File: config.mk
export PLATFORM = sky130hd
export DESIGN_NAME = ptpise_top
export DESIGN_NICKNAME = d
export VERILOG_FILES = /design/src/verilog/ptpise_pkg.sv /design/src/verilog/ptpise_pin_sync.sv /design/src/verilog/ptpise_top.sv
export SDC_FILE = /design/constraint.sdc
export NUM_CORES = 1
export LEC_CHECK = 0
export ABC_AREA = 1
export BUFFER_PORTS_ARGS = -buffer_cell sky130_fd_sc_hd__buf_2
export CAP_MARGIN = 20
export CORE_ASPECT_RATIO = 0.7
export CORE_MARGIN = 1.5
export CORE_UTILIZATION = 35
export DETAILED_ROUTE_END_ITERATION = 12
export PLACE_DENSITY = 0.76
export SYNTH_ARGS = -nofsm -noshare
export SYNTH_HDL_FRONTEND = slang
export SYNTH_SLANG_ARGS = --single-unit
File: constraint.sdc
create_clock -name clk_sys -period 1.2 [get_ports clk_sys]
set_input_delay 0.18 -clock clk_sys [delete_from_list [all_inputs] [get_ports clk_sys]]
set_output_delay 0.18 -clock clk_sys [all_outputs]
set_load 0.02 [all_outputs]
File: src/verilog/ptpise_pkg.sv
/*
 * ptpise_pkg: constants for the time-protocol event status and enable block.
 * Assumes a 32-bit register port at the documented offset, system clock 100 MHz.
 */
// Notes on behaviour
// - writing one to a flag position clears that flag, writing zero leaves it.
// - the OR of all enabled flags drives summary bit 29 of the global interrupt status.
// - flags set from their sources regardless of enables, which only gate the summary.
// - the system interrupt asserts only when the summary and global enable bit 29 are both set.
// - enables sit at 24:16 paired with flags 8:0, reset to zero, other bits read zero.
// - flag 8 sets on a port 2 receive capture and flag 7 on a port 2 transmit capture.
// - flag 6 sets on a port 1 receive capture and flag 5 on a port 1 transmit capture.
// - flag 4 sets on a fabric-to-external-port capture, counted as port 0 receive.
// - flag 3 sets on an external-port-to-fabric capture, counted as port 0 transmit.
// - flag 2 sets on a configured pin 9 capture event and flag 1 on pin 8.
// - pin capture inputs are edge triggered and the source holds each level over 40 ns.
// - flag 0 sets when the 64-bit clock reaches or passes the 64-bit target.
// - an enabled active edge on pin 9 or 8 also clears the target-match flag.
// - with pin 8 lock on and flag 1 set, a new pin 8 capture does not overwrite the clock.
// - a pin event mode of 10 drives the current target-match flag onto that pin.
package ptpise_pkg;
   localparam logic [11:0] PTPISE_STS_EN_OFS   = 12'h198;
   localparam int          PTPISE_NUM_FLAGS    = 9;
   localparam int          PTPISE_FLAG_LSB     = 0;
   localparam int          PTPISE_EN_LSB       = 16;
   localparam int          PTPISE_SUMMARY_BIT  = 29;
   localparam logic [8:0]  PTPISE_FLAG_RST     = 9'h000;
   localparam logic [8:0]  PTPISE_EN_RST       = 9'h000;
   localparam logic [1:0]  PTPISE_MODE_FLAG    = 2'h2;
   localparam int          PTPISE_FLAG_P2RX    = 8;
   localparam int          PTPISE_FLAG_P2TX    = 7;
   localparam int          PTPISE_FLAG_P1RX    = 6;
   localparam int          PTPISE_FLAG_P1TX    = 5;
   localparam int          PTPISE_FLAG_P0RX    = 4;
   localparam int          PTPISE_FLAG_P0TX    = 3;
   localparam int          PTPISE_FLAG_PIN9    = 2;
   localparam int          PTPISE_FLAG_PIN8    = 1;
   localparam int          PTPISE_FLAG_TIMER   = 0;
   localparam int          PTPISE_CLK_NS       = 10;
   localparam int          PTPISE_PIN_HOLD_NS  = 40;
   // least hold, rounded up to whole cycles
   localparam int          PTPISE_PIN_HOLD_CYC =
      (PTPISE_PIN_HOLD_NS + PTPISE_CLK_NS - 1) / PTPISE_CLK_NS;
endpackage

File: src/verilog/ptpise_pin_sync.sv
/*
 * ptpise_pin_sync: three-stage synchroniser with edge detection for pin inputs.
 * Assumes asynchronous pins; a change counts while stages two and three differ.
 */
`timescale 1ns/1ps
`default_nettype none
module ptpise_pin_sync #(
   parameter int WIDTH = 2
) (
   // clock and reset
   input  wire logic             clk_sys,
   input  wire logic             arst_n,
   input  wire logic             clk_en,
   // pins
   input  wire logic [WIDTH-1:0] pin_async,
   // synchronised
   output logic      [WIDTH-1:0] rise,
   output logic      [WIDTH-1:0] fall
);
   logic [WIDTH-1:0] s1_reg;
   logic [WIDTH-1:0] s2_reg;
   logic [WIDTH-1:0] s3_reg;

   // s1 feeds only s2; edges use stages two and three
   always_ff @(posedge clk_sys or negedge arst_n) begin
      if (!arst_n) begin
         s1_reg <= '0;
         s2_reg <= '0;
         s3_reg <= '0;
      end else if (clk_en) begin
         s1_reg <= pin_async;
         s2_reg <= s1_reg;
         s3_reg <= s2_reg;
      end
   end

   assign rise = s2_reg & ~s3_reg;
   assign fall = ~s2_reg & s3_reg;
endmodule
`default_nettype wire

File: src/verilog/ptpise_top.sv
/*
 * ptpise_top: event flags, enables and summary for the time-protocol unit.
 * Assumes capture strobes from packet-match logic on clk_sys, pins asynchronous,
 * and a simple single-cycle register port.
 */
`timescale 1ns/1ps
`default_nettype none
module ptpise_top
   import ptpise_pkg::*;
#(
   parameter int FLAGS = ptpise_pkg::PTPISE_NUM_FLAGS
) (
   // clock, reset, enable
   input  wire logic        clk_sys,
   input  wire logic        arst_n,
   input  wire logic        clk_en,
   // register port
   input  wire logic [11:0] reg_addr,
   input  wire logic        reg_wr,
   input  wire logic        reg_rd,
   input  wire logic [31:0] reg_wdata,
   output logic      [31:0] reg_rdata,
   // packet-match capture strobes, one cycle each
   input  wire logic        port2_rx_capture,
   input  wire logic        port2_tx_capture,
   input  wire logic        port1_rx_capture,
   input  wire logic        port1_tx_capture,
   input  wire logic        port0_rx_capture,
   input  wire logic        port0_tx_capture,
   // capture pins, asynchronous
   input  wire logic        pin9_in,
   input  wire logic        pin8_in,
   // pin configuration
   input  wire logic        pin9_capture_cfg,
   input  wire logic        pin8_capture_cfg,
   input  wire logic        pin9_falling_edge,
   input  wire logic        pin8_falling_edge,
   input  wire logic        pin9_timer_clear_en,
   input  wire logic        pin8_timer_clear_en,
   input  wire logic        pin8_lock_en,
   input  wire logic [1:0]  pin9_event_mode,
   input  wire logic [1:0]  pin8_event_mode,
   // protocol clock and target
   input  wire logic [63:0] clock_value,
   input  wire logic [31:0] target_upper_word,
   input  wire logic [31:0] target_lower_word,
   // global enable bit 29 of the interrupt enable
   input  wire logic        time_protocol_summary_enable,
   // outputs
   output logic             time_protocol_summary_flag,
   output logic             system_irq,
   output logic             pin9_capture_strobe,
   output logic             pin8_capture_strobe,
   output logic             pin9_flag_out,
   output logic             pin8_flag_out
);
   import ptpise_pkg::*;

   logic [FLAGS-1:0] flag_reg;
   logic [FLAGS-1:0] flag_next;
   logic [FLAGS-1:0] enable_reg;
   logic [FLAGS-1:0] set_vec;
   logic [FLAGS-1:0] clr_vec;
   logic [1:0]       pin_rise;
   logic [1:0]       pin_fall;
   logic             pin9_edge;
   logic             pin8_edge;
   logic             target_hit;
   logic             wr_hit;
   logic             rd_hit;

   // pin 9 in bit 1, pin 8 in bit 0
   ptpise_pin_sync #(
      .WIDTH     (2)
   ) u_sync (
      .clk_sys   (clk_sys),
      .arst_n    (arst_n),
      .clk_en    (clk_en),
      .pin_async ({pin9_in, pin8_in}),
      .rise      (pin_rise),
      .fall      (pin_fall)
   );

   // edge polarity chosen by configuration; level shorter than hold may be missed
   assign pin9_edge = pin9_falling_edge ? pin_fall[1] : pin_rise[1];
   assign pin8_edge = pin8_falling_edge ? pin_fall[0] : pin_rise[0];

   assign target_hit = clock_value >= {target_upper_word, target_lower_word};
   assign wr_hit     = reg_wr && (reg_addr == PTPISE_STS_EN_OFS);
   assign rd_hit     = reg_rd && (reg_addr == PTPISE_STS_EN_OFS);

   // sources set flags irrespective of enables
   always_comb begin
      set_vec = '0;
      set_vec[PTPISE_FLAG_P2RX]  = port2_rx_capture;
      set_vec[PTPISE_FLAG_P2TX]  = port2_tx_capture;
      set_vec[PTPISE_FLAG_P1RX]  = port1_rx_capture;
      set_vec[PTPISE_FLAG_P1TX]  = port1_tx_capture;
      set_vec[PTPISE_FLAG_P0RX]  = port0_rx_capture;
      set_vec[PTPISE_FLAG_P0TX]  = port0_tx_capture;
      set_vec[PTPISE_FLAG_PIN9]  = pin9_capture_cfg && pin9_edge;
      set_vec[PTPISE_FLAG_PIN8]  = pin8_capture_cfg && pin8_edge;
      set_vec[PTPISE_FLAG_TIMER] = target_hit;
   end

   always_comb begin
      clr_vec = '0;
      if (wr_hit) begin
         clr_vec = reg_wdata[PTPISE_FLAG_LSB +: FLAGS];
      end
      // pin edge also acknowledges the target match
      if ((pin9_timer_clear_en && pin9_edge) || (pin8_timer_clear_en && pin8_edge)) begin
         clr_vec[PTPISE_FLAG_TIMER] = 1'b1;
      end
   end

   // set wins over clear so no event is lost
   assign flag_next = (flag_reg & ~clr_vec) | set_vec;

   always_ff @(posedge clk_sys or negedge arst_n) begin
      if (!arst_n) begin
         flag_reg <= PTPISE_FLAG_RST;
      end else if (clk_en) begin
         flag_reg <= flag_next;
      end
   end

   always_ff @(posedge clk_sys or negedge arst_n) begin
      if (!arst_n) begin
         enable_reg <= PTPISE_EN_RST;
      end else if (clk_en && wr_hit) begin
         enable_reg <= reg_wdata[PTPISE_EN_LSB +: FLAGS];
      end
   end

   // read data registered; reserved bits read zero
   always_ff @(posedge clk_sys or negedge arst_n) begin
      if (!arst_n) begin
         reg_rdata <= '0;
      end else if (clk_en) begin
         if (rd_hit) begin
            reg_rdata <= '0;
            reg_rdata[PTPISE_EN_LSB +: FLAGS]   <= enable_reg;
            reg_rdata[PTPISE_FLAG_LSB +: FLAGS] <= flag_reg;
         end else begin
            reg_rdata <= '0;
         end
      end
   end

   // summary and interrupt follow the registered flags by one cycle
   always_ff @(posedge clk_sys or negedge arst_n) begin
      if (!arst_n) begin
         time_protocol_summary_flag <= 1'b0;
         system_irq                 <= 1'b0;
      end else if (clk_en) begin
         time_protocol_summary_flag <= |(flag_reg & enable_reg);
         system_irq <= (|(flag_reg & enable_reg)) && time_protocol_summary_enable;
      end
   end

   // capture strobes to the clock-capture registers; lock holds the first pin 8 value
   always_ff @(posedge clk_sys or negedge arst_n) begin
      if (!arst_n) begin
         pin9_capture_strobe <= 1'b0;
         pin8_capture_strobe <= 1'b0;
      end else if (clk_en) begin
         pin9_capture_strobe <= set_vec[PTPISE_FLAG_PIN9];
         pin8_capture_strobe <= set_vec[PTPISE_FLAG_PIN8]
                                && !(pin8_lock_en && flag_reg[PTPISE_FLAG_PIN8]);
      end
   end

   // level mode: pin shows the target-match flag
   always_ff @(posedge clk_sys or negedge arst_n) begin
      if (!arst_n) begin
         pin9_flag_out <= 1'b0;
         pin8_flag_out <= 1'b0;
      end else if (clk_en) begin
         pin9_flag_out <= (pin9_event_mode == PTPISE_MODE_FLAG)
                          && flag_next[PTPISE_FLAG_TIMER];
         pin8_flag_out <= (pin8_event_mode == PTPISE_MODE_FLAG)
                          && flag_next[PTPISE_FLAG_TIMER];
      end
   end
endmodule
`default_nettype wire
==> flow_summary.html, run 1 <==
<table>
<tr><th>Metric</th><th>Value</th></tr>
<tr><th colspan="2">Status</th></tr>
<tr><td>Run status</td><td>finished with violations</td></tr>
<tr><td>Violated checks</td><td>setup timing</td></tr>
<tr><th colspan="2">Setup path</th></tr>
<tr><td>Biggest cell delay along the critical path</td><td>0.41 ns</td></tr>
<tr><td>Arrival time worst endpoint</td><td>approximately 1.6 ns</td></tr>
<tr><td>Series of cell instances along the critical path</td><td>inv_2, o21bai_4, nand3_1, nand2_1, nor2_1, nand2_1, nand3_2, nor2_1, nand2_1, nand3_1, nand2_1</td></tr>
<tr><td>Kind of end point of the critical path</td><td>register</td></tr>
<tr><td>Data required time at the worst endpoint</td><td>around 1.4 ns</td></tr>
<tr><td>Cell with the largest stage delay on the worst path</td><td>dfrtp_1</td></tr>
<tr><td>Critical path class</td><td>reg2reg</td></tr>
<tr><td>Most frequent CP cell</td><td>nand2_1</td></tr>
<tr><td>Type of element launching the critical path</td><td>register</td></tr>
<tr><td>Number of cell instances on the worst register-to-register path</td><td>11</td></tr>
<tr><td>Largest fanout on the critical path</td><td>3</td></tr>
<tr><th colspan="2">Yosys</th></tr>
<tr><td>Number of library cell types mapped by synthesis</td><td>29</td></tr>
<tr><td>Mean Syn Cell Area</td><td>~7.4 um2</td></tr>
<tr><td>Leading cell types by count after synthesis</td><td>nand2_1, inv_1, ha_1</td></tr>
<tr><td>Sequential area share after synthesis</td><td>a little under a third</td></tr>
<tr><td>Most area-consuming cells after synthesis</td><td>dfrtp_1, ha_1, nand2_1</td></tr>
<tr><td>Most instantiated flip-flop cell in the synthesis netlist</td><td>dfrtp_1</td></tr>
<tr><td>Synth Instances</td><td>534</td></tr>
<tr><td>Library cell occupying the most area in the post-synthesis netlist</td><td>dfrtp_1</td></tr>
<tr><td>Fraction of registers with async set or reset after synthesis</td><td>100.0%</td></tr>
<tr><td>Number of enable-type register cells in the synthesized netlist</td><td>0</td></tr>
<tr><td>Synthesized cell area</td><td>3929 um2</td></tr>
<tr><td>Yosys top cell area share</td><td>between 30% and 40%</td></tr>
<tr><td>Ys Warns</td><td>0</td></tr>
<tr><td>Top-count cell post-synth</td><td>nand2_1</td></tr>
<tr><td>Flops &amp; latches, synth</td><td>48</td></tr>
<tr><th colspan="2">Floorplan</th></tr>
<tr><td>Full die area</td><td>11880 um2</td></tr>
<tr><td>Starting density of the core</td><td>a little over a third</td></tr>
<tr><td>I/O pins</td><td>between 200 and 250</td></tr>
<tr><td>X dimension of the die</td><td>129.6 um</td></tr>
<tr><td>Die height</td><td>91.64 um</td></tr>
<tr><td>Placeable core region</td><td>10970 um2</td></tr>
<tr><td>Row cnt</td><td>32</td></tr>
<tr><th colspan="2">Timing</th></tr>
<tr><td>Setup-failing EPs final</td><td>3</td></tr>
<tr><td>Clock tree skew after final layout</td><td>between 0.005 and 0.006 ns</td></tr>
<tr><td>Unrepaired setup endpoints after global routing</td><td>yes</td></tr>
<tr><td>Hold violation count in the final report</td><td>0</td></tr>
<tr><td>Final Max Slew Viols</td><td>0</td></tr>
<tr><td>Worst path setup slack after routing</td><td>-0.2359 ns</td></tr>
<tr><td>Smallest hold slack</td><td>between 0.09 and 0.1 ns</td></tr>
<tr><td>Maximum operating frequency</td><td>0.6964 GHz</td></tr>
<tr><td>Fraction of the cycle the final worst path needs</td><td>119.7%</td></tr>
<tr><td>Crit path time final</td><td>1.436 ns</td></tr>
<tr><th colspan="2">Pwr</th></tr>
<tr><td>Maximum VDD drop</td><td>between 0.7 and 0.8 mV</td></tr>
<tr><td>Leakage Power</td><td>3.356 nW</td></tr>
<tr><td>Power per cell area</td><td>about 800 nW/um2</td></tr>
<tr><td>Power consumption</td><td>0.004558 W</td></tr>
<tr><th colspan="2">Global routing</th></tr>
<tr><td>Remaining Overflow, GRT</td><td>0</td></tr>
<tr><td>Via count of the first global-routing pass</td><td>around 3900</td></tr>
<tr><td>Pin count of the biggest net entering global routing</td><td>35</td></tr>
<tr><td>All-layer global routing usage</td><td>between 10% and 20%</td></tr>
<tr><td>Number of antenna violations at the first check in global routing</td><td>0</td></tr>
<tr><td>Wire length of the first global-routing pass</td><td>approximately 17000 um</td></tr>
<tr><th colspan="2">Place</th></tr>
<tr><td>Dpl hpwl</td><td>roughly 9000 um</td></tr>
<tr><td>Buffers on Ports</td><td>206</td></tr>
<tr><td>Final weighted congestion of routability-driven global placement</td><td>0.8157</td></tr>
<tr><td>Place WS</td><td>-0.4647 ns</td></tr>
<tr><th colspan="2">CTS</th></tr>
<tr><td># clock sinks</td><td>48</td></tr>
<tr><td>Clock-pin slew reported for the worst setup and hold paths after clock tree synthesis</td><td>around 0.060 ns</td></tr>
<tr><td>Number of levels the H-tree was split into</td><td>2</td></tr>
<tr><td>CTS Root Cell</td><td>clkbuf_16</td></tr>
<tr><td>Clock latency at the later pin of the worst-skew pair</td><td>~0.28 ns</td></tr>
<tr><td>Num CTS Buffers</td><td>5</td></tr>
<tr><td>Clock tree from TritonCTS</td><td>done</td></tr>
<tr><td>Clock tree buffer depth</td><td>2</td></tr>
<tr><th colspan="2">Drt</th></tr>
<tr><td>Detailed-route wire length</td><td>between 10000 and 15000 um</td></tr>
<tr><td>Routed len/inst</td><td>around 11 um</td></tr>
<tr><td>Residual DRC count</td><td>0</td></tr>
<tr><td>Detailed-route vias per instance</td><td>roughly 4.4</td></tr>
<tr><td>Number of antenna-violating nets in the routed design</td><td>0</td></tr>
<tr><td>Routed vias</td><td>between 4000 and 5000</td></tr>
<tr><td>Detailed-routing iteration count for the pre-antenna-repair pass</td><td>4</td></tr>
<tr><td>Iteration-0 DRC Markers</td><td>approximately 180</td></tr>
<tr><th colspan="2">Cells and area</th></tr>
<tr><td>Layout filler cell count</td><td>about 1100</td></tr>
<tr><td>Fraction of layout cells with a size suffix above 1</td><td>around two fifths</td></tr>
<tr><td>Register area</td><td>about 1200 um2</td></tr>
<tr><td>Area used by multi-input combinational logic</td><td>around 2400 um2</td></tr>
<tr><td># diodes</td><td>0</td></tr>
<tr><td>Net count, final</td><td>1026</td></tr>
<tr><td>Layout area overhead</td><td>44.81%</td></tr>
<tr><td>Number of flip-flops under the largest register name</td><td>18</td></tr>
<tr><th colspan="2">Flow run</th></tr>
<tr><td>Number of maximum-capacitance violations</td><td>0</td></tr>
<tr><th colspan="2">Hold path</th></tr>
<tr><td>Number of cells traversed by the worst hold path</td><td>3</td></tr>
<tr><td>Worst hold path type</td><td>in2reg</td></tr>
</table>
==> worst max-delay path: cells and delay by family (launching register included) <==
family          cells  cell delay (ns)
simple gates        9             0.70
flops               1             0.41
compound gates      1             0.14
buf+inv             1             0.08
==> metal layers <==
metal | vias up | track usage, % | wire length [um]
li1 | 2133 | - | -
met1 | 1761 | 25.04 | 5196
met2 | 131 | 29.28 | 4530
met3 | 8 | 2.917 | 712
met4 | 0 | 3.426 | 100
met5 | - | 0 | 0
==> stage by stage <==
step | cell area [um2] | utilization (%) | TNS (ns) | std cells
floorplan | 4138 | - | -0.4545 | 547
global placement | 5389 | 49.12 | -6.063 | 903
detailed placement | 5389 | 49.12 | -6.895 | 903
CTS | 5620 | 51.23 | -0.8456 | 915
global route | 5689 | 51.86 | -1.222 | 919
finish | 5689 | 51.86 | -0.6924 | 919
==> cell type report <==
class,instances,area share (%)
flip-flops and latches,48,21.11
well taps,153,3.365
clock inverters,2,0.6818
repair buffers,234,22.52
clock buffers,6,2.441
inverters,107,7.675
multi-input cells,369,42.20
==> layout by cell type, fill, tap and decap left out, types with 4 or more instances in the layout <==
| cell | n |
|---|---|
| buf_2 | 206 |
| nand2_1 | 137 |
| inv_1 | 82 |
| ha_1 | 55 |
| dfrtp_1 | 48 |
| nor2_1 | 32 |
| o21ai_0 | 31 |
| a21oi_1 | 27 |
| buf_4 | 24 |
| inv_2 | 17 |
| conb_1 | 14 |
| nand4_1 | 9 |
| ha_4 | 9 |
| nand3_1 | 8 |
| o31ai_1 | 8 |
| mux2_2 | 7 |
| inv_4 | 6 |
| clkbuf_16 | 5 |
| o21ai_2 | 4 |
==> timing repair <==
action / in CTS / in global routing
pin swaps: 7 / 13
endpoints found under the setup margin: 13 / 7
buffers inserted: 3 / 4
hold buffers: 1 / 0
hold endpoints to repair: 14 / 0
resized for setup: 5 / 19
==> worst paths after layout <==
kind / start / slack, ns / end
min: port1_rx_capture / 0.09 / flag_reg[6]$_DFFE_PN0P_
max: u_sync.s2_reg[1]$_DFFE_PN0P_ / -0.24 / pin8_flag_out$_DFFE_PN0P_
max reg2reg: u_sync.s2_reg[1]$_DFFE_PN0P_ / -0.24 / pin8_flag_out$_DFFE_PN0P_
min reg2reg: u_sync.s1_reg[1]$_DFFE_PN0P_ / 0.48 / u_sync.s1_reg[1]$_DFFE_PN0P_
max in group asynchronous: arst_n / 0.37 / reg_rdata[8]$_DFFE_PN0P_
min in group asynchronous: arst_n / 0.34 / reg_rdata[20]$_DFFE_PN0P_
==> where the power goes <==
group	leakage [nW]	internal [W]	switching, W	total [W]
combinational	2.65	0.000587	0.000635	0.00122
sequential	0.616	0.00166	0.0000340	0.00169
clock	0.0871	0.00104	0.000597	0.00164
==> cells by family (layout without fill, tap and decap cells) <==
kind of cell             after synthesis  after routing  synth area share, %
multiplexers                           9              9                2.771
AND/OR/NAND/NOR                      203            203                21.31
AO/OA/AOI/OAI                         79             79                10.92
flip-flops                            48             48                30.57
buffers and inverters                130            349                13.95
other                                  1             14              0.09545
adder cells (fa/ha/maj)               64             64                20.38
(Power assumes the default switching activity.)
==> inputs of run 2 (changes only) <==
Settings changed: ABC_AREA 1 to unset, PLACE_DENSITY 0.76 to 0.78, SETUP_SLACK_MARGIN set to 0.02.
==> flow_summary.html, run 2 <==
<table>
<tr><th>Metric</th><th>Value</th></tr>
<tr><th colspan="2">Global routing</th></tr>
<tr><td>Wire length of the first global-routing pass</td><td>17700 um (was 17170 um)</td></tr>
<tr><td>All-layer global routing usage</td><td>19.76% (was 17.91%)</td></tr>
<tr><td>Remaining Overflow, GRT</td><td>0 (unchanged)</td></tr>
<tr><td>Number of antenna violations at the first check in global routing</td><td>0 (unchanged)</td></tr>
<tr><td>Pin count of the biggest net entering global routing</td><td>49 (was 35)</td></tr>
<tr><td>Via count of the first global-routing pass</td><td>3933 (was 3897)</td></tr>
<tr><th colspan="2">Setup path</th></tr>
<tr><td>Largest delay share family, worst path</td><td>simple AND/OR/NAND/NOR gates (unchanged)</td></tr>
<tr><td>Cell with the largest stage delay on the worst path</td><td>o32ai_2 (was dfrtp_1)</td></tr>
<tr><td>Endpoint of the worst-slack reg-to-reg timing path</td><td>flag_reg[0]$_DFFE_PN0P_ (was pin8_flag_out$_DFFE_PN0P_)</td></tr>
<tr><td>Largest fanout on the critical path</td><td>3 (unchanged)</td></tr>
<tr><td>Biggest cell delay along the critical path</td><td>0.37 ns (was 0.41 ns)</td></tr>
<tr><td>Worst setup endpoint</td><td>flag_reg[0]$_DFFE_PN0P_ (was pin8_flag_out$_DFFE_PN0P_)</td></tr>
<tr><td>Depth of the critical timing path with buffers and inverters included</td><td>10 (was 11)</td></tr>
<tr><td>Number of cell instances on the worst register-to-register path</td><td>6 (was 11)</td></tr>
<tr><td>Arrival time worst endpoint</td><td>1.90 ns (was 1.61 ns)</td></tr>
<tr><td>Type of element launching the critical path</td><td>input pin (was register)</td></tr>
<tr><td>Kind of end point of the critical path</td><td>register (unchanged)</td></tr>
<tr><td>Startpoint of the worst setup timing path</td><td>target_upper_word[6] (was u_sync.s2_reg[1]$_DFFE_PN0P_)</td></tr>
<tr><td>Data required time at the worst endpoint</td><td>1.40 ns (was 1.37 ns)</td></tr>
<tr><td>Bufs and invs on worst path</td><td>3 (was 1)</td></tr>
<tr><td>Most frequent CP cell</td><td>nand4_1 (was nand2_1)</td></tr>
<tr><td>Series of cell instances along the critical path</td><td>buf_2, inv_1, ha_4, nand4_1, buf_4, nor3_4, nand4_1, o32ai_2, nor4b_4, a22oi_1 (was inv_2, o21bai_4, nand3_1, nand2_1, nor2_1, nand2_1, nand3_2, nor2_1, nand2_1, nand3_1, nand2_1)</td></tr>
<tr><td>Setup slack, reg-to-reg</td><td>-0.46 ns (was -0.24 ns)</td></tr>
<tr><td>RR Startpoint</td><td>u_sync.s3_reg[0]$_DFFE_PN0P_ (was u_sync.s2_reg[1]$_DFFE_PN0P_)</td></tr>
<tr><td>Critical path class</td><td>in2reg (was reg2reg)</td></tr>
<tr><th colspan="2">Status</th></tr>
<tr><td>Run status</td><td>finished with violations (unchanged)</td></tr>
<tr><td>Violated checks</td><td>DRC, setup timing (was setup timing)</td></tr>
<tr><th colspan="2">Drt</th></tr>
<tr><td>Number of antenna-violating nets in the routed design</td><td>0 (unchanged)</td></tr>
<tr><td>Routed vias</td><td>3822 (was 4033)</td></tr>
<tr><td>Routed len/inst</td><td>15.05 um (was 11.47 um)</td></tr>
<tr><td>Detailed-route vias per instance</td><td>4.938 (was 4.388)</td></tr>
<tr><td>Detailed-route wire length</td><td>11650 um (was 10540 um)</td></tr>
<tr><td>Wire length on met2</td><td>5910 um (was 4530 um)</td></tr>
<tr><td>Residual DRC count</td><td>5 (was 0)</td></tr>
<tr><td>Wire length on met3</td><td>509 um (was 712 um)</td></tr>
<tr><td>Iteration-0 DRC Markers</td><td>116 (was 177)</td></tr>
<tr><td>Top routing layer in use</td><td>met4 (unchanged)</td></tr>
<tr><td>Detailed-routing iteration count for the pre-antenna-repair pass</td><td>8 (was 4)</td></tr>
<tr><td>Wl on met1</td><td>5064 um (was 5196 um)</td></tr>
<tr><th colspan="2">Floorplan</th></tr>
<tr><td>Row cnt</td><td>31 (was 32)</td></tr>
<tr><td>Full die area</td><td>11180 um2 (was 11880 um2)</td></tr>
<tr><td>I/O pins</td><td>235 (unchanged)</td></tr>
<tr><td>Starting density of the core</td><td>35.79% (was 35.81%)</td></tr>
<tr><td>Die height</td><td>88.94 um (was 91.64 um)</td></tr>
<tr><td>X dimension of the die</td><td>125.8 um (was 129.6 um)</td></tr>
<tr><td>Placeable core region</td><td>10320 um2 (was 10970 um2)</td></tr>
<tr><th colspan="2">Yosys</th></tr>
<tr><td>Library cell occupying the most area in the post-synthesis netlist</td><td>dfrtp_1 (unchanged)</td></tr>
<tr><td>Flops &amp; latches, synth</td><td>48 (unchanged)</td></tr>
<tr><td>Fraction of registers with async set or reset after synthesis</td><td>100.0% (unchanged)</td></tr>
<tr><td>Ys Warns</td><td>0 (unchanged)</td></tr>
<tr><td>Most area-consuming cells after synthesis</td><td>dfrtp_1, ha_1, inv_1 (was dfrtp_1, ha_1, nand2_1)</td></tr>
<tr><td>Number of enable-type register cells in the synthesized netlist</td><td>0 (unchanged)</td></tr>
<tr><td>Top-count cell post-synth</td><td>inv_1 (was nand2_1)</td></tr>
<tr><td>Synthesized cell area</td><td>3692 um2 (was 3929 um2)</td></tr>
<tr><td>Mean Syn Cell Area</td><td>9.443 um2 (was 7.357 um2)</td></tr>
<tr><td>Most instantiated flip-flop cell in the synthesis netlist</td><td>dfrtp_1 (unchanged)</td></tr>
<tr><td>Number of library cell types mapped by synthesis</td><td>51 (was 29)</td></tr>
<tr><td>Leading cell types by count after synthesis</td><td>inv_1, ha_1, dfrtp_1 (was nand2_1, inv_1, ha_1)</td></tr>
<tr><td>Yosys top cell area share</td><td>32.53% (was 30.57%)</td></tr>
<tr><td>Synth Instances</td><td>391 (was 534)</td></tr>
<tr><td>Sequential area share after synthesis</td><td>32.53% (was 30.57%)</td></tr>
<tr><th colspan="2">Pwr</th></tr>
<tr><td>Leakage Power</td><td>3.220 nW (was 3.356 nW)</td></tr>
<tr><td>Clock network power share</td><td>31.0% (was 36.0%)</td></tr>
<tr><td>Switching power as a share of total power</td><td>28.88% (was 27.78%)</td></tr>
<tr><td>Flop pwr share</td><td>38.1% (was 37.2%)</td></tr>
<tr><td>Power per cell area</td><td>777.4 nW/um2 (was 801.2 nW/um2)</td></tr>
<tr><td>Maximum VDD drop</td><td>0.6065 mV (was 0.7801 mV)</td></tr>
<tr><td>Sw power</td><td>0.001315 W (was 0.001266 W)</td></tr>
<tr><td>Power consumption</td><td>0.004552 W (was 0.004558 W)</td></tr>
<tr><td>Relative contribution of combinational cells to total power</td><td>31.0% (was 26.8%)</td></tr>
<tr><td>Internal power consumption</td><td>0.003237 W (was 0.003292 W)</td></tr>
<tr><th colspan="2">Timing</th></tr>
<tr><td>Crit path time final</td><td>1.696 ns (was 1.436 ns)</td></tr>
<tr><td>Setup-failing EPs final</td><td>18 (was 3)</td></tr>
<tr><td>Maximum operating frequency</td><td>0.5898 GHz (was 0.6964 GHz)</td></tr>
<tr><td>Setup TNS</td><td>-2.793 ns (was -0.6924 ns)</td></tr>
<tr><td>Worst path setup slack after routing</td><td>-0.4956 ns (was -0.2359 ns)</td></tr>
<tr><td>Unrepaired setup endpoints after global routing</td><td>yes (unchanged)</td></tr>
<tr><td>Fraction of the cycle the final worst path needs</td><td>141.3% (was 119.7%)</td></tr>
<tr><td>Hold violation count in the final report</td><td>0 (unchanged)</td></tr>
<tr><td>Clock tree skew after final layout</td><td>0.006513 ns (was 0.005475 ns)</td></tr>
<tr><td>Final Max Slew Viols</td><td>0 (unchanged)</td></tr>
<tr><th colspan="2">Cells and area</th></tr>
<tr><td>Commonest cells after routing, fill and taps aside</td><td>buf_2, inv_1, ha_1 (was buf_2, nand2_1, inv_1)</td></tr>
<tr><td>Layout area overhead</td><td>58.59% (was 44.81%)</td></tr>
<tr><td># diodes</td><td>0 (unchanged)</td></tr>
<tr><td>Layout filler cell count</td><td>899 (was 1098)</td></tr>
<tr><td>Net count, final</td><td>902 (was 1026)</td></tr>
<tr><td>Most frequent standard cell in the layout excluding fill and tap cells</td><td>buf_2 (unchanged)</td></tr>
<tr><td>Number of flip-flops under the largest register name</td><td>18 (unchanged)</td></tr>
<tr><td>Number of standard cells in the final layout excluding fillers</td><td>774 (was 919)</td></tr>
<tr><td>Fraction of layout cells with a size suffix above 1</td><td>52.34% (was 39.16%)</td></tr>
<tr><td>Core Util, Final</td><td>56.75% (was 51.86%)</td></tr>
<tr><th colspan="2">CTS</th></tr>
<tr><td>Clock latency at the later pin of the worst-skew pair</td><td>0.29 ns (was 0.28 ns)</td></tr>
<tr><td>Num CTS Buffers</td><td>5 (unchanged)</td></tr>
<tr><td>Clock tree buffer depth</td><td>2 (unchanged)</td></tr>
<tr><td>Clock tree from TritonCTS</td><td>done (unchanged)</td></tr>
<tr><td>Clock-pin slew reported for the worst setup and hold paths after clock tree synthesis</td><td>0.07 ns (was 0.06 ns)</td></tr>
<tr><td>CTS Root Cell</td><td>clkbuf_16 (unchanged)</td></tr>
<tr><td># clock sinks</td><td>48 (unchanged)</td></tr>
<tr><td>Number of levels the H-tree was split into</td><td>2 (unchanged)</td></tr>
<tr><th colspan="2">Flow run</th></tr>
<tr><td>Number of maximum-capacitance violations</td><td>0 (unchanged)</td></tr>
<tr><th colspan="2">Place</th></tr>
<tr><td>Dpl hpwl</td><td>9475 um (was 8961 um)</td></tr>
<tr><td>Place WS</td><td>-0.8767 ns (was -0.4647 ns)</td></tr>
<tr><td>Buffers on Ports</td><td>206 (unchanged)</td></tr>
<tr><td>Final weighted congestion of routability-driven global placement</td><td>0.8281 (was 0.8157)</td></tr>
<tr><td>Count of placed standard cells including taps</td><td>761 (was 903)</td></tr>
<tr><th colspan="2">Hold path</th></tr>
<tr><td>Worst hold path type</td><td>in2reg (unchanged)</td></tr>
</table>
run 2: cell count changes in the layout (fill, tap and decap cells not counted), moves of 13 or more:
cell | previous run | this run
a22o_1 | 0 | 25
buf_4 | 24 | 37
inv_1 | 82 | 60
nand2_1 | 137 | 26
nor2_1 | 32 | 6
o21ai_0 | 31 | 8
run 2: repair_timing:
item | 4_1_cts | 5_1_grt
pin swaps | 13 | 28
cloned | 1 | 0
hold buffers | 1 | 0
setup endpoints to repair | 27 | 39
endpoints found under the hold margin | 48 | 0
buffers inserted | 4 | 4
resized for setup | 27 | 25
run 2: layout make-up:
class | instances | area [um2] | share of cell area [%]
multi-input cells | 266 | 2596 | 44.34
well taps | 132 | 165.2 | 2.821
inverters | 69 | 269.0 | 4.594
flip-flops and latches | 48 | 1201 | 20.51
clock buffers | 6 | 138.9 | 2.372
clock inverters | 2 | 15.01 | 0.2564
repair buffers | 251 | 1470 | 25.11
run 2: worst reg2reg max path, stage by stage, from the launching register on:
cell	delay [ns]
dfrtp_1	0.39
nand2b_1	0.16
o22ai_2	0.12
a221o_1	0.22
o221ai_2	0.12
nor4b_4	0.40
a22oi_1	0.11
run 2: worst min-delay path by stage:
stage | start | endpoint | cells past startpoint
CTS | port2_tx_capture | flag_reg[7]$_DFFE_PN0P_ | 2
detailed placement | arst_n | enable_reg[4]$_DFFE_PN0P_ | 2
floorplan | arst_n | enable_reg[0]$_DFFE_PN0P_ | 0
global placement | arst_n | reg_rdata[7]$_DFFE_PN0P_ | 2
global route | port2_tx_capture | flag_reg[7]$_DFFE_PN0P_ | 2
finish | port2_tx_capture | flag_reg[7]$_DFFE_PN0P_ | 2
run 2: per-layer routing:
layer,up-vias,track usage (%)
met5,-,0
met4,0,5.434
met3,16,4.369
met2,114,36.16
met1,1831,23.94
li1,1861,-
run 2: kinds of logic after synthesis:
logic type / count (synthesis) / share of synthesized area (%)
multiplexers: 15 / 4.575
adder cells (fa/ha/maj): 64 / 21.69
buffers and inverters: 90 / 10.78
other: 1 / 0.1016
AO/OA/AOI/OAI: 92 / 17.38
AND/OR/NAND/NOR: 81 / 12.94
flip-flops: 48 / 32.53
run 2: through the flow:
| step | hold slack [ns] | instance area [um2] |
|---|---|---|
| floorplan | -0.1156 | 3975 |
| global placement | 0.1783 | 5354 |
| CTS | 0.1114 | 5749 |
| detailed placement | 0.1835 | 5354 |
| finish | 0.1154 | 5856 |
| global route | 0.1229 | 5856 |
run 2: power by group through the flow:
| stage | Combinational (W) | Sequential [W] | Clock (W) |
|---|---|---|---|
| floorplan | 0.000644 | 0.00177 | 0 |
| global placement | 0.00121 | 0.00176 | 0 |
| detailed placement | 0.00128 | 0.00176 | 0 |
| CTS | 0.00136 | 0.00173 | 0.00144 |
| global route | 0.00157 | 0.00174 | 0.00149 |
| finish | 0.00141 | 0.00173 | 0.00141 |
==> inputs of run 3 (changes only) <==
Settings changed: PLACE_DENSITY 0.78 to 0.75.
Clock period 1.2 ns to 1.7 ns, I/O delays scaled along.
==> flow_summary.html, run 3 (synthesized netlist as in run 2, its figures left out) <==
<table>
<tr><th>Metric</th><th>Value</th></tr>
<tr><th colspan="2">Setup path</th></tr>
<tr><td>Cell with the largest stage delay on the worst path</td><td>nor4b_4 (was o32ai_2)</td></tr>
<tr><td>Setup slack, reg-to-reg</td><td>0.02 ns (was -0.46 ns)</td></tr>
<tr><td>Largest fanout on the critical path</td><td>3 (unchanged)</td></tr>
<tr><td>Kind of end point of the critical path</td><td>register (unchanged)</td></tr>
<tr><td>RR Startpoint</td><td>u_sync.s2_reg[1]$_DFFE_PN0P_ (was u_sync.s3_reg[0]$_DFFE_PN0P_)</td></tr>
<tr><td>Worst setup endpoint</td><td>flag_reg[0]$_DFFE_PN0P_ (unchanged)</td></tr>
<tr><td>Endpoint of the worst-slack reg-to-reg timing path</td><td>flag_reg[0]$_DFFE_PN0P_ (unchanged)</td></tr>
<tr><td>Arrival time worst endpoint</td><td>1.88 ns (was 1.90 ns)</td></tr>
<tr><td>Most frequent CP cell</td><td>a21o_1 (was nand4_1)</td></tr>
<tr><td>Bufs and invs on worst path</td><td>1 (was 3)</td></tr>
<tr><td>Series of cell instances along the critical path</td><td>buf_6, ha_4, a21o_1, a21o_1, a211oi_4, o221ai_2, nor4b_4, a22oi_2 (was buf_2, inv_1, ha_4, nand4_1, buf_4, nor3_4, nand4_1, o32ai_2, nor4b_4, a22oi_1)</td></tr>
<tr><td>Critical path class</td><td>in2reg (unchanged)</td></tr>
<tr><td>Startpoint of the worst setup timing path</td><td>clock_value[61] (was target_upper_word[6])</td></tr>
<tr><td>Data required time at the worst endpoint</td><td>1.85 ns (was 1.40 ns)</td></tr>
<tr><td>Type of element launching the critical path</td><td>input pin (unchanged)</td></tr>
<tr><td>Depth of the critical timing path with buffers and inverters included</td><td>8 (was 10)</td></tr>
<tr><td>Largest delay share family, worst path</td><td>compound AO/OA/AOI/OAI gates (was simple AND/OR/NAND/NOR gates)</td></tr>
<tr><td>Number of cell instances on the worst register-to-register path</td><td>6 (unchanged)</td></tr>
<tr><td>Biggest cell delay along the critical path</td><td>0.42 ns (was 0.37 ns)</td></tr>
<tr><th colspan="2">Place</th></tr>
<tr><td>Final weighted congestion of routability-driven global placement</td><td>0.8834 (was 0.8281)</td></tr>
<tr><td>Buffers on Ports</td><td>206 (unchanged)</td></tr>
<tr><td>Dpl hpwl</td><td>9525 um (was 9475 um)</td></tr>
<tr><td>Place WS</td><td>-0.4927 ns (was -0.8767 ns)</td></tr>
<tr><td>Placed standard-cell area</td><td>5121 um2 (was 5354 um2)</td></tr>
<tr><th colspan="2">Flow run</th></tr>
<tr><td>Number of maximum-capacitance violations</td><td>0 (unchanged)</td></tr>
<tr><th colspan="2">Drt</th></tr>
<tr><td>Detailed-route vias per instance</td><td>4.893 (was 4.938)</td></tr>
<tr><td>Wire length on met3</td><td>670 um (was 509 um)</td></tr>
<tr><td>Detailed-route wire length</td><td>11260 um (was 11650 um)</td></tr>
<tr><td>Residual DRC count</td><td>7 (was 5)</td></tr>
<tr><td>Top routing layer in use</td><td>met4 (unchanged)</td></tr>
<tr><td>Routed len/inst</td><td>14.91 um (was 15.05 um)</td></tr>
<tr><td>Routed vias</td><td>3694 (was 3822)</td></tr>
<tr><td>Wl on met1</td><td>5084 um (was 5064 um)</td></tr>
<tr><td>Wire length on met2</td><td>5361 um (was 5910 um)</td></tr>
<tr><td>Number of antenna-violating nets in the routed design</td><td>0 (unchanged)</td></tr>
<tr><td>Detailed-routing iteration count for the pre-antenna-repair pass</td><td>11 (was 8)</td></tr>
<tr><td>Iteration-0 DRC Markers</td><td>110 (was 116)</td></tr>
<tr><th colspan="2">Cells and area</th></tr>
<tr><td>Layout filler cell count</td><td>944 (was 899)</td></tr>
<tr><td>Core Util, Final</td><td>54.00% (was 56.75%)</td></tr>
<tr><td>Net count, final</td><td>883 (was 902)</td></tr>
<tr><td>Layout area overhead</td><td>50.90% (was 58.59%)</td></tr>
<tr><td>Fraction of layout cells with a size suffix above 1</td><td>49.28% (was 52.34%)</td></tr>
<tr><td>Post-route standard cell area excluding fillers</td><td>5572 um2 (was 5856 um2)</td></tr>
<tr><td>Most frequent standard cell in the layout excluding fill and tap cells</td><td>buf_2 (unchanged)</td></tr>
<tr><td># diodes</td><td>0 (unchanged)</td></tr>
<tr><td>Number of flip-flops under the largest register name</td><td>18 (unchanged)</td></tr>
<tr><td>Commonest cells after routing, fill and taps aside</td><td>buf_2, inv_1, dfrtp_1 (was buf_2, inv_1, ha_1)</td></tr>
<tr><th colspan="2">Floorplan</th></tr>
<tr><td>Row cnt</td><td>31 (unchanged)</td></tr>
<tr><td>Full die area</td><td>11180 um2 (unchanged)</td></tr>
<tr><td>X dimension of the die</td><td>125.8 um (unchanged)</td></tr>
<tr><td>Starting density of the core</td><td>35.79% (unchanged)</td></tr>
<tr><td>I/O pins</td><td>235 (unchanged)</td></tr>
<tr><td>Placeable core region</td><td>10320 um2 (unchanged)</td></tr>
<tr><td>Die height</td><td>88.94 um (unchanged)</td></tr>
<tr><th colspan="2">Timing</th></tr>
<tr><td>Setup-failing EPs final</td><td>3 (was 18)</td></tr>
<tr><td>Maximum operating frequency</td><td>0.5785 GHz</td></tr>
<tr><td>Final Max Slew Viols</td><td>0 (unchanged)</td></tr>
<tr><td>Clock tree skew after final layout</td><td>0.007108 ns (was 0.006513 ns)</td></tr>
<tr><td>Tightest Pin Transition</td><td>approximately 0.59 ns</td></tr>
<tr><td>Hold violation count in the final report</td><td>0 (unchanged)</td></tr>
<tr><td>Unrepaired setup endpoints after global routing</td><td>yes (unchanged)</td></tr>
<tr><td>Fraction of the cycle the final worst path needs</td><td>101.7%</td></tr>
<tr><td>Worst path setup slack after routing</td><td>-0.02873 ns (was -0.4956 ns)</td></tr>
<tr><td>Setup TNS</td><td>-0.06720 ns (was -2.793 ns)</td></tr>
<tr><td>Max transition margin</td><td>about three fifths</td></tr>
<tr><td>Crit path time final</td><td>about 1.7 ns</td></tr>
<tr><th colspan="2">CTS</th></tr>
<tr><td>Count of hold-fix buffers inserted at cts</td><td>0 (was 1)</td></tr>
<tr><td>CTS Root Cell</td><td>clkbuf_16 (unchanged)</td></tr>
<tr><td>Clock tree from TritonCTS</td><td>done (unchanged)</td></tr>
<tr><td># clock sinks</td><td>48 (unchanged)</td></tr>
<tr><td>Clock tree buffer depth</td><td>2 (unchanged)</td></tr>
<tr><td>Num CTS Buffers</td><td>5 (unchanged)</td></tr>
<tr><td>Number of levels the H-tree was split into</td><td>2 (unchanged)</td></tr>
<tr><td>Clock-pin slew reported for the worst setup and hold paths after clock tree synthesis</td><td>0.07 ns (about the same)</td></tr>
<tr><td>Clock latency at the later pin of the worst-skew pair</td><td>0.29 ns (about the same)</td></tr>
<tr><th colspan="2">Global routing</th></tr>
<tr><td>Pin count of the biggest net entering global routing</td><td>49 (unchanged)</td></tr>
<tr><td>Number of antenna violations at the first check in global routing</td><td>0 (unchanged)</td></tr>
<tr><td>Wire length of the first global-routing pass</td><td>17220 um (was 17700 um)</td></tr>
<tr><td>All-layer global routing usage</td><td>19.36% (was 19.76%)</td></tr>
<tr><td>Via count of the first global-routing pass</td><td>3609 (was 3933)</td></tr>
<tr><td>Remaining Overflow, GRT</td><td>0 (unchanged)</td></tr>
<tr><th colspan="2">Pwr</th></tr>
<tr><td>Power consumption</td><td>0.003432 W (was 0.004552 W)</td></tr>
<tr><td>Power per cell area</td><td>616.0 nW/um2 (was 777.4 nW/um2)</td></tr>
<tr><td>Maximum VDD drop</td><td>0.3580 mV (was 0.6065 mV)</td></tr>
<tr><td>Leakage Power</td><td>3.077 nW (was 3.220 nW)</td></tr>
<tr><th colspan="2">Status</th></tr>
<tr><td>Run status</td><td>finished with violations (unchanged)</td></tr>
<tr><td>Violated checks</td><td>DRC, setup timing (unchanged)</td></tr>
<tr><th colspan="2">Hold path</th></tr>
<tr><td>Worst hold path type</td><td>in2async (was in2reg)</td></tr>
</table>
-- run 3: cell types whose count changed in the layout (fill, tap and decap cells not counted), moves of 5 or more --
| cell | change |
|---|---|
| nand2_2 | -5 |
| mux2_4 | -9 |
| nand2_1 | +6 |
| mux2_2 | +7 |
| buf_4 | -13 |
-- run 3: area by class of cell --
class                      instances  area (um2)  share of cell area (%)
clock buffer                       5       125.1                   2.246
clock inverter                     3       68.82                   1.235
inverter                          69       269.0                   4.828
multi-input combinational        266        2465                   44.24
sequential                        48        1201                   21.56
tap                              132       165.2                   2.964
timing repair buffer             232        1277                   22.93
-- run 3: worst min-delay path by stage --
stage,startpoint,to,depth (start not counted),slack [ns]
after floorplan,arst_n,enable_reg[0]$_DFFE_PN0P_,0,-0.04
after global placement,arst_n,reg_rdata[17]$_DFFE_PN0P_,2,0.37
after detailed placement,arst_n,reg_rdata[7]$_DFFE_PN0P_,2,0.38
after CTS,arst_n,reg_rdata[7]$_DFFE_PN0P_,2,0.07
after global routing,arst_n,reg_rdata[4]$_DFFE_PN0P_,2,0.12
final,arst_n,flag_reg[7]$_DFFE_PN0P_,2,0.05
-- run 3: timing repair --
action                     4_1_cts  5_1_grt
resized for setup               23       17
hold endpoints to repair         0        0
setup endpoints to repair        3        3
buffers inserted                 2        1
pin swaps                       14       20
-- run 3: power breakdown --
group / internal (W) / switching (W)
sequential: 0.00119 / 0.0000346
combinational: 0.000477 / 0.000455
clock: 0.000848 / 0.000430
-- run 3: metal layers --
metal  up-vias  global-route usage (%)
met4         0                   4.284
met5         -                       0
met2       114                   32.97
met3        18                   3.950
li1       1829                       -
met1      1733                   25.87
-- run 3: per-stage QoR --
stage,cells,hold slack [ns]
after floorplan,404,-0.04059
after global placement,745,0.3693
after detailed placement,745,0.3825
after CTS,754,0.07319
after global routing,755,0.1160
final,755,0.05194
